===== config.mk =====
export PLATFORM = sky130hd
export DESIGN_NAME = dual_pulse_length_dac
export DESIGN_NICKNAME = d
export VERILOG_FILES = /design/src/hdl/dual_pulse_length_dac_pkg.sv /design/src/hdl/dual_pulse_length_dac.sv /design/src/hdl/pulse_channel.sv /design/src/hdl/timer_base.sv
export SDC_FILE = /design/constraint.sdc
export NUM_CORES = 1
export LEC_CHECK = 0
export BUFFER_PORTS_ARGS = -buffer_cell sky130_fd_sc_hd__buf_4
export CORE_MARGIN = 2
export CORE_UTILIZATION = 46
export CTS_CLUSTER_DIAMETER = 50
export DETAILED_ROUTE_END_ITERATION = 10
export PLACE_DENSITY = 0.76
export SLEW_MARGIN = 20
export SYNTH_ARGS = -nofsm -noshare
export SYNTH_HDL_FRONTEND = slang
export SYNTH_SLANG_ARGS = --single-unit

===== constraint.sdc =====
create_clock -name pclk -period 3.68 [get_ports pclk]
set_input_delay 0.552 -clock pclk [delete_from_list [all_inputs] [get_ports pclk]]
set_output_delay 0.552 -clock pclk [all_outputs]
set_load 0.03 [all_outputs]

===== src/hdl/dual_pulse_length_dac_pkg.sv =====
// constants, register map and shared decode for the dual pulse length dac
// assumes one clock pclk acting as the cpu clock, apb register access
//
// Behaviour
// - two independent 8-bit channels, each with own duty register and output pin
// - slow mode repetition period is 4096 timer clock periods
// - fast mode repetition period is 256 timer clock periods
// - timer clock period equals four cpu clock periods
// - duty zero keeps the output low for the whole period
// - duty 80 hex gives half-period high time
// - duty ff gives 255/256 high; high time scales as duty over 256
// - duty writes take effect only at the end of a complete period
// - restarting the shared timer counter disturbs both outputs
// - both duty registers reset to zero
// - processor wait state leaves the waveforms untouched
// - rate select a, misc bit 3: set slow 4096, clear fast 256
// - rate select b: set slow 4096, clear fast 256
// - in stop mode outputs hold level, resume afterwards
package dual_pulse_length_dac_pkg;

    // widths and timing
    localparam int DUTY_W = 8;
    localparam int COUNT_W = 12;
    localparam int CHANNELS = 2;
    localparam int ADDR_W = 8;
    localparam int DATA_W = 32;
    localparam int TIMER_DIV = 4;
    localparam int FAST_PERIOD = 256;
    localparam int SLOW_PERIOD = 4096;

    // register indices; byte address is four times the index
    localparam logic [5:0] IDX_DUTY_A = 6'h0A;
    localparam logic [5:0] IDX_DUTY_B = 6'h0B;
    localparam logic [5:0] IDX_MISC = 6'h0C;
    localparam logic [5:0] IDX_TIMER_CTRL = 6'h0D;
    localparam logic [5:0] IDX_STATUS = 6'h0E;

    // field positions
    localparam int MISC_RATE_A_BIT = 3;
    localparam int MISC_RATE_B_BIT = 2;
    localparam int TCTRL_RESTART_BIT = 0;
    localparam int STAT_ACTIVE_A_LSB = 0;
    localparam int STAT_ACTIVE_B_LSB = 8;
    localparam int STAT_OUT_A_BIT = 16;
    localparam int STAT_OUT_B_BIT = 17;

    // reset values
    localparam logic [DUTY_W-1:0] DUTY_RESET = 8'h00;
    localparam logic RATE_RESET = 1'b0;

    // position within the period, one step per 256th of it
    function automatic logic [DUTY_W-1:0] phase_of(input logic [COUNT_W-1:0] c, input logic slow);
        phase_of = slow ? c[COUNT_W-1 -: DUTY_W] : c[DUTY_W-1:0];
    endfunction

    // first timer tick of a period
    function automatic logic is_start(input logic [COUNT_W-1:0] c, input logic slow);
        is_start = slow ? (c == 12'h000) : (c[DUTY_W-1:0] == 8'h00);
    endfunction

    // word-aligned address that hits a register
    function automatic logic addr_mapped(input logic [ADDR_W-1:0] a);
        addr_mapped = (a[1:0] == 2'h0) && (a[7:2] >= IDX_DUTY_A) && (a[7:2] <= IDX_STATUS);
    endfunction

endpackage


===== src/hdl/dual_pulse_length_dac.sv =====
// top of the dual pulse length dac: apb registers, timer base, two channels
// assumes an apb master on pclk and stop_mode driven by logic on pclk
//
// Implementation choice: the APB interface to the registers.
`timescale 1ns/100ps
module dual_pulse_length_dac (
    input wire logic pclk,
    input wire logic presetn,
    input wire logic psel,
    input wire logic penable,
    input wire logic pwrite,
    input wire logic [dual_pulse_length_dac_pkg::ADDR_W-1:0] paddr,
    input wire logic [dual_pulse_length_dac_pkg::DATA_W-1:0] pwdata,
    output logic [dual_pulse_length_dac_pkg::DATA_W-1:0] prdata,
    output logic pready,
    output logic pslverr,
    input wire logic stop_mode,
    output logic pulse_length_a,
    output logic pulse_length_b
);
    localparam int DW = dual_pulse_length_dac_pkg::DUTY_W;
    localparam int CW = dual_pulse_length_dac_pkg::COUNT_W;
    localparam int NCH = dual_pulse_length_dac_pkg::CHANNELS;

    // software visible state
    logic [DW-1:0] pulse_length_a_value;
    logic [DW-1:0] pulse_length_b_value;
    logic rate_select_a;
    logic rate_select_b;
    logic timer_restart;

    // timer and channel state
    logic tick;
    logic [CW-1:0] count;
    logic [DW-1:0] shadow [NCH];
    logic rate_slow [NCH];
    logic [DW-1:0] active [NCH];
    logic out_bit [NCH];

    // bus decode
    logic setup_phase;
    logic wr_en;
    logic [5:0] wr_idx;

    assign setup_phase = psel && !penable;
    assign wr_en = psel && penable && pready && pwrite && !pslverr;
    assign wr_idx = paddr[7:2];

    // read data for a register index
    function automatic logic [31:0] read_word(input logic [5:0] idx);
        logic [31:0] w;
        w = 32'h0000_0000;
        unique case (idx)
            dual_pulse_length_dac_pkg::IDX_DUTY_A: begin
                w[DW-1:0] = pulse_length_a_value;
            end
            dual_pulse_length_dac_pkg::IDX_DUTY_B: begin
                w[DW-1:0] = pulse_length_b_value;
            end
            dual_pulse_length_dac_pkg::IDX_MISC: begin
                w[dual_pulse_length_dac_pkg::MISC_RATE_A_BIT] = rate_select_a;
                w[dual_pulse_length_dac_pkg::MISC_RATE_B_BIT] = rate_select_b;
            end
            dual_pulse_length_dac_pkg::IDX_STATUS: begin
                w[dual_pulse_length_dac_pkg::STAT_ACTIVE_A_LSB +: DW] = active[0];
                w[dual_pulse_length_dac_pkg::STAT_ACTIVE_B_LSB +: DW] = active[1];
                w[dual_pulse_length_dac_pkg::STAT_OUT_A_BIT] = out_bit[0];
                w[dual_pulse_length_dac_pkg::STAT_OUT_B_BIT] = out_bit[1];
            end
            default: begin
                w = 32'h0000_0000;
            end
        endcase
        read_word = w;
    endfunction

    // answer one cycle after setup, error on unmapped address
    always_ff @(posedge pclk or negedge presetn) begin
        if (!presetn) begin
            pready <= 1'b0;
            pslverr <= 1'b0;
        end else begin
            pready <= setup_phase;
            pslverr <= setup_phase && !dual_pulse_length_dac_pkg::addr_mapped(paddr);
        end
    end

    // read data captured in the setup cycle
    always_ff @(posedge pclk or negedge presetn) begin
        if (!presetn) begin
            prdata <= 32'h0000_0000;
        end else if (setup_phase) begin
            prdata <= (!pwrite && dual_pulse_length_dac_pkg::addr_mapped(paddr)) ? read_word(wr_idx)
                                                                                  : 32'h0000_0000;
        end
    end

    // duty registers, written at any time, used at next period
    always_ff @(posedge pclk or negedge presetn) begin
        if (!presetn) begin
            pulse_length_a_value <= dual_pulse_length_dac_pkg::DUTY_RESET;
            pulse_length_b_value <= dual_pulse_length_dac_pkg::DUTY_RESET;
        end else if (wr_en) begin
            if (wr_idx == dual_pulse_length_dac_pkg::IDX_DUTY_A) begin
                pulse_length_a_value <= pwdata[DW-1:0];
            end
            if (wr_idx == dual_pulse_length_dac_pkg::IDX_DUTY_B) begin
                pulse_length_b_value <= pwdata[DW-1:0];
            end
        end
    end

    // rate selects act at once, unbuffered
    always_ff @(posedge pclk or negedge presetn) begin
        if (!presetn) begin
            rate_select_a <= dual_pulse_length_dac_pkg::RATE_RESET;
            rate_select_b <= dual_pulse_length_dac_pkg::RATE_RESET;
        end else if (wr_en && wr_idx == dual_pulse_length_dac_pkg::IDX_MISC) begin
            rate_select_a <= pwdata[dual_pulse_length_dac_pkg::MISC_RATE_A_BIT];
            rate_select_b <= pwdata[dual_pulse_length_dac_pkg::MISC_RATE_B_BIT];
        end
    end

    // one cycle timer counter restart on write of one
    always_ff @(posedge pclk or negedge presetn) begin
        if (!presetn) begin
            timer_restart <= 1'b0;
        end else begin
            timer_restart <= wr_en && (wr_idx == dual_pulse_length_dac_pkg::IDX_TIMER_CTRL)
                             && pwdata[dual_pulse_length_dac_pkg::TCTRL_RESTART_BIT];
        end
    end

    // shared timer; only stop freezes it, processor wait does not
    timer_base u_timer (
        .pclk(pclk),
        .presetn(presetn),
        .halt(stop_mode),
        .restart(timer_restart),
        .tick(tick),
        .count(count)
    );

    // per channel settings, mode changes take effect mid period
    assign shadow[0] = pulse_length_a_value;
    assign shadow[1] = pulse_length_b_value;
    assign rate_slow[0] = rate_select_a;
    assign rate_slow[1] = rate_select_b;

    // two identical channels
    genvar gi;
    generate
        for (gi = 0; gi < NCH; gi++) begin : g_chan
            pulse_channel u_chan (
                .pclk(pclk),
                .presetn(presetn),
                .tick(tick),
                .count(count),
                .rate_slow(rate_slow[gi]),
                .shadow(shadow[gi]),
                .pulse_out(out_bit[gi]),
                .active(active[gi])
            );
        end
    endgenerate

    // pins straight from the channel flops
    assign pulse_length_a = out_bit[0];
    assign pulse_length_b = out_bit[1];

    // per channel waveform checks
    generate
        for (gi = 0; gi < NCH; gi++) begin : g_chk
            logic [DW-1:0] ph;
            logic st;
            assign ph = dual_pulse_length_dac_pkg::phase_of(count, rate_slow[gi]);
            assign st = dual_pulse_length_dac_pkg::is_start(count, rate_slow[gi]);

        end
    endgenerate
endmodule


===== src/hdl/pulse_channel.sv =====
// one pulse length channel with its double buffered duty value
// assumes tick and count from the shared timer base
`timescale 1ns/100ps
module pulse_channel (
    input wire logic pclk,
    input wire logic presetn,
    input wire logic tick,
    input wire logic [dual_pulse_length_dac_pkg::COUNT_W-1:0] count,
    input wire logic rate_slow,
    input wire logic [dual_pulse_length_dac_pkg::DUTY_W-1:0] shadow,
    output logic pulse_out,
    output logic [dual_pulse_length_dac_pkg::DUTY_W-1:0] active
);
    logic [dual_pulse_length_dac_pkg::DUTY_W-1:0] phase;
    logic start;
    logic [dual_pulse_length_dac_pkg::DUTY_W-1:0] duty_eff;

    // period position and the duty value that governs it
    always_comb begin
        phase = dual_pulse_length_dac_pkg::phase_of(count, rate_slow);
        start = dual_pulse_length_dac_pkg::is_start(count, rate_slow);
        duty_eff = start ? shadow : active;
    end

    // buffered duty picked up only at a period boundary
    always_ff @(posedge pclk or negedge presetn) begin
        if (!presetn) begin
            active <= dual_pulse_length_dac_pkg::DUTY_RESET;
        end else if (tick && start) begin
            active <= shadow;
        end
    end

    // high from period start until phase reaches duty
    always_ff @(posedge pclk or negedge presetn) begin
        if (!presetn) begin
            pulse_out <= 1'b0;
        end else if (tick) begin
            pulse_out <= (phase < duty_eff);
        end
    end
endmodule


===== src/hdl/timer_base.sv =====
// shared prescaler and free running timer counter for both channels
// assumes halt and restart come from logic on pclk
`timescale 1ns/100ps
module timer_base (
    input wire logic pclk,
    input wire logic presetn,
    input wire logic halt,
    input wire logic restart,
    output logic tick,
    output logic [dual_pulse_length_dac_pkg::COUNT_W-1:0] count
);
    localparam logic [1:0] DIV_MAX = 2'(dual_pulse_length_dac_pkg::TIMER_DIV - 1);

    logic [1:0] prescale;

    // one timer clock every four cpu clocks, frozen while halted
    assign tick = (prescale == DIV_MAX) && !halt && !restart;

    // prescaler
    always_ff @(posedge pclk or negedge presetn) begin
        if (!presetn) begin
            prescale <= 2'h0;
        end else if (restart) begin
            prescale <= 2'h0;
        end else if (!halt) begin
            prescale <= (prescale == DIV_MAX) ? 2'h0 : prescale + 2'h1;
        end
    end

    // timer counter, cleared by a restart
    always_ff @(posedge pclk or negedge presetn) begin
        if (!presetn) begin
            count <= 12'h000;
        end else if (restart) begin
            count <= 12'h000;
        end else if (tick) begin
            count <= count + 12'h001;
        end
    end
endmodule


======== Yosys cells after proc, flatten, opt, wreduce, memory -nomap -nowiden ========
Cells that the tools add are included.
cells by class
  div/mod/pow operators ................... 0
  equality and inequality tests ........... 7
  multiplexer cells ....................... 16
  add/subtract/negate cells ............... 2
  reductions and logical operators ........ 28
  bitwise operators ....................... 0
  magnitude comparators ................... 4
  $mul .................................... 0
  shifts and indexed selects .............. 0
operators by type and width
  kind                   count
  $mux 8                 4
  $eq 6x4->1 const B     5
  $mux 12                2
  $mux 18                1
  $logic_and 1x1->1      16
  $lt 8x8->1             2
  $add 12x1->12 const B  1
  $logic_not 12->1       1
  $pmux 4 s3             1
  $mux 10                1
  $logic_not 8->1        1
  $pmux 2 s4             1
  $ge 6x4->1 const B     1
  $le 6x4->1 const B     1
  $logic_not 1->1        6
  $mux 2                 3
  $pmux 2 s3             1
  $reduce_and 2->1       2
  $add 2x1->2 const B    1
  $eq 2x2->1 const B     1
  $logic_not 2->1        1
  $mux 1                 2
  $ne 2x1->1 const B     1
  $reduce_bool 2->1      1
storage, ports and cells
  bits in writable memories ............... 0
  memories ................................ 0
  latch bits .............................. 0
  bits of input ports ..................... 46
  ROM bits ................................ 0
  register bits ........................... 85

======== Longest topological paths before layout ========
  word-level depth ........................ 6
  mapped depth ............................ 11

======== By module ========
From an unflattened synthesis, not the netlist that was laid out.
second synthesis, totals
  cell total of the unflattened synthesis .. 342
  area, all modules ....................... 4,025.1 um2
by module, submodules not included
  module                 times used  cells an instance  area each (um2)
  dual_pulse_length_dac  1           145                1,864.3
  pulse_channel          2           62                 715.7
  timer_base             1           73                 729.4

======== Least setup slack after synthesis ========
Ideal clock, no wire load.
  path type ............................... flip-flop to flip-flop
  from .................................... register u_timer.count[0] (netlist name)
  to ...................................... register g_chan[1].u_chan.pulse_out
  cell stages (with the launch flop) ...... 12
  arrival ................................. 2.523 ns
  slack ................................... 1.091 ns
  cell sequence ........................... dfrtp_1 > inv_1 > ha_1 > nor3b_1 > and3_1 > buf_4 > mux2i_1 > ha_1 > and3_1 > a21boi_0 > o41ai_1 > o211a_1
on the way
  cells in the longest elaborated chain, start to end .. 4
  elaborated cells between the ends (all ways) .. 6
RTL lines
  element                                                     line                             RTL
  start, declared                                             timer_base.sv:10                 output logic [dual_pulse_length_dac_pkg::COUNT_W-1:0] count
  start signal, assigned                                      timer_base.sv:37                 count <= count + 12'h001;
  $logic_not 12->1 / $logic_not 8->1 (equally long branches)  dual_pulse_length_dac_pkg.sv:58  is_start = slow ? (c == 12'h000) : (c[DUTY_W-1:0] == 8'h00);
  $mux 1                                                      dual_pulse_length_dac_pkg.sv:58
  $mux 8                                                      pulse_channel.sv:22              duty_eff = start ? shadow : active;
  $lt 8x8->1 (*)                                              pulse_channel.sv:39              pulse_out <= (phase < duty_eff);
  end signal, assigned                                        pulse_channel.sv:39
  end, declared                                               pulse_channel.sv:11              output logic pulse_out,
Every way passes the cells marked *; elsewhere a longest branch is shown, timed or not.
A chain may end at the register's enable or synchronous reset.

======== Worst setup path after layout ========
Same ends and word-level chain as after synthesis.

==> impl_metrics.yaml <==
timing:
  setup_tns_ns: 0
  post-route-period-util: 0.883
  slew_headroom: 0.409
  setup_viol: 0
  slew_violations: 0
  rsz0062_at_grt: "false"
  setup_slack_ns: 0.431
  skew_ns: 0.0107
  hold_viol: 0
  worstMarginPinSlew_ns: 0.886
  hold_ws_ns: 0.322
  min_period_ns: 3.25
  max_freq_mhz: 308
die:
  core_area_um2: 8300
  rows: 33
  chipWidth_um: 96.9
  die-area_um2: 9390
  start_util: 0.478
  boundaryPins: 82
  dieHeight_um: 96.9
clocking:
  clk_path_buf_depth: 2
  numCtsBuffers: 9
  cts_resized: 0
  cts.sinks: 71
  ctsHoldBuffers: 0
  ctsHtreeMaxLevel: 3
  cts_tree: "yes"
  path_clk_slew_ns: 0.08
  clk_latency_ns: 0.34
  root_buffer: "clkbuf_8"
  post_cts_buffers: 0
placed_design:
  port_buffers: 43
  place_hpwl_um: 5890
  gp_congestion: 0.790
  pre_cts_ws_ns: 0.547
  dp.cells: 467
critical_path:
  worstPathMaxFanout: 8
  cp.required_ns: 3.96
  cp-end-kind: "flop"
  critPathLaunchType: "flop"
  setup.worst_path.class: "reg -> reg"
  crit_arrival_ns: 3.53
power:
  vdd_drop_max_mv: 0.235
  netSwitchingFraction: 0.324
  clock_power_share: 0.303
  pwr_density_cell_nw_per_um2: 451
  switching_power_w: 0.000658
  p_int_w: 0.00137
  pwr-share-seq: 0.440
  p_comb_frac: 0.257
  p_leak_nw: 2.22
global_routing:
  grt_pass1_vias: 2604
  antenna_found_initial: 0
  grt_max_degree: 72
  grt_overflow: 0
  grt_pass1_wl_um: 13300
  track_usage: 0.179
cells_and_area:
  seqCellArea_um2: 1780
  post-route-util: 0.542
  fin_nets: 436
  drive_gt1_frac: 0.312
  fill_cells: 726
  syn2layout_area_growth_pct: 13.3
  stdcell_count: 483
  multi_input_area_um2: 2050
  diodes: 0
synthesis:
  synthesis.area_um2: 3970
  synthDistinctLibCells: 52
  yosys_most_used_dff: "dfrtp_1"
  syn_inst: 334
  yosysSeqAreaShare: 0.448
  synthArstFlopShare: 1.00
  synth-seq-cells: 71
  synth_edf_count: 0
  synth_area_per_cell_um2: 11.9
  yosysWarnings: 0
job:
  cap_violations: 0
run_status:
  status: "finished, final reports clean"
detailed_routing:
  drc: 0
  via_count: 2748
  drtIter0Drc: 162
  first_pass_iters: 4
  antenna_left: 0
  wirelength_um: 8210
  viasPerCell: 5.69
  routedWlPerCell_um: 17.0
hold_path:
  min_path_type: "in -> async"
==> synthesized netlist by cell type, drive strengths merged, types with 2 or more instances <==
cell      n  area (µm²)
o2bb2ai   6        52.6
a22o     18         158
inv       5        18.8
nor3b     3        38.8
or3       4        25.0
o22ai     2        12.5
o21ai     6        30.0
nand4     5        31.3
ha       17         213
clkbuf    5        18.8
and4      2        17.5
and4b     2        20.0
nor3      2        15.0
mux2     47         529
nor2     14        52.6
xor2      8        70.1
and2      2        12.5
o41ai     3        52.6
nand3    13         100
nor4      3        33.8
nor2b     3        18.8
and3      5        31.3
a21oi     9        45.0
mux2i    28         280
nand2    13        48.8
buf      23         151
dfrtp    71        1780
==> flip-flops by register name, summed over array words and instances, names as in the netlist <==
signal	count
prdata	18
g_chan.u_chan.active	16
u_timer.count	12
pulse_length_a_value	8
pulse_length_b_value	8
g_chan.u_chan.pulse_out	2
u_timer.prescale	2
pready	1
pslverr	1
rate_select_a	1
rate_select_b	1
timer_restart	1
==> critical path: stages (launching register included) <==
cell      delay, ns
dfrtp_1        0.45
inv_1          0.09
ha_1           0.13
nor3b_1        0.49
and3_1         0.56
mux2i_1        0.30
ha_1           0.27
and3_1         0.20
a21boi_0       0.15
o41ai_1        0.34
o211a_1        0.21
==> layout make-up <==
type | count | share of cell area
Clock inverter | 7 | 0.0161
Tap cell | 105 | 0.0292
Inverter | 5 | 0.00417
Clock buffer | 9 | 0.0275
Multi-Input combinational cell | 243 | 0.456
Sequential cell | 71 | 0.395
Timing Repair Buffer | 43 | 0.0718
==> power groups by stage <==
stage	clock (W)	combinational (W)	sequential, W
floorplan	0	0.000402	0.000903
global placement	0	0.000507	0.000904
detailed placement	0	0.000519	0.000907
CTS	0.000635	0.000524	0.000892
global route	0.000666	0.000579	0.000900
finish	0.000614	0.000521	0.000892
==> per-layer routing <==
layer	vias up	global-route usage	wire, µm
met4	0	0.0639	84
met2	58	0.291	4060
met3	9	0.0340	329
li1	1292	-	-
met1	1389	0.239	3740
met5	-	0	0
==> cell usage in the layout, fill, tap and decap left out, types with 3 or more instances in the layout <==
master | synthesis | layout
xor2_1 | 8 | 8
a21oi_1 | 9 | 9
nand2_1 | 13 | 13
mux2_2 | 47 | 47
buf_4 | 15 | 43
clkbuf_8 | 0 | 9
and3_1 | 5 | 5
ha_1 | 17 | 17
conb_1 | 1 | 14
nand3_1 | 9 | 9
nand4_1 | 5 | 5
a22o_1 | 18 | 18
or3_1 | 4 | 4
nor2_1 | 14 | 14
o21ai_0 | 6 | 6
inv_1 | 5 | 5
dfrtp_1 | 71 | 71
mux2i_1 | 28 | 28
o2bb2ai_1 | 6 | 6
nor2b_1 | 3 | 3
==> worst paths after layout <==
path,cells after the start,start,end,slack (ns)
setup / recovery,10,u_timer.count[0],g_chan[1].u_chan.pulse_out,0.43
hold / removal,1,presetn,g_chan[0].u_chan.active[6],0.32
setup reg to reg,10,u_timer.count[0],g_chan[1].u_chan.pulse_out,0.43
hold reg to reg,1,prdata[13],prdata[13],0.50
max in group asynchronous,1,presetn,u_timer.prescale[1],2.77
min in group pclk,2,pwdata[6],pulse_length_b_value[6],0.44
==> through the flow <==
| step | total power [W] | instance area, µm² |
|---|---|---|
| 2_1_floorplan | 0.00130 | 4020 |
| 3_3_place_gp | 0.00141 | 4300 |
| 3_5_place_dp | 0.00143 | 4300 |
| 4_1_cts | 0.00205 | 4500 |
| 5_1_grt | 0.00215 | 4500 |
| 6_report | 0.00203 | 4500 |
==> cells by family (layout without fill, tap and decap cells) <==
| logic type | count (synthesis) | after routing | synth area share |
|---|---|---|---|
| buf+inv | 33 | 64 | 0.0476 |
| mux | 75 | 75 | 0.204 |
| other cells | 1 | 14 | 0.000945 |
| fa+ha+maj | 17 | 17 | 0.0536 |
| flops | 71 | 71 | 0.448 |
| compound gates | 53 | 53 | 0.106 |
| simple gates | 75 | 75 | 0.120 |
| xor+xnor | 9 | 9 | 0.0199 |
Note: power is estimated with default switching activity, not from simulation.
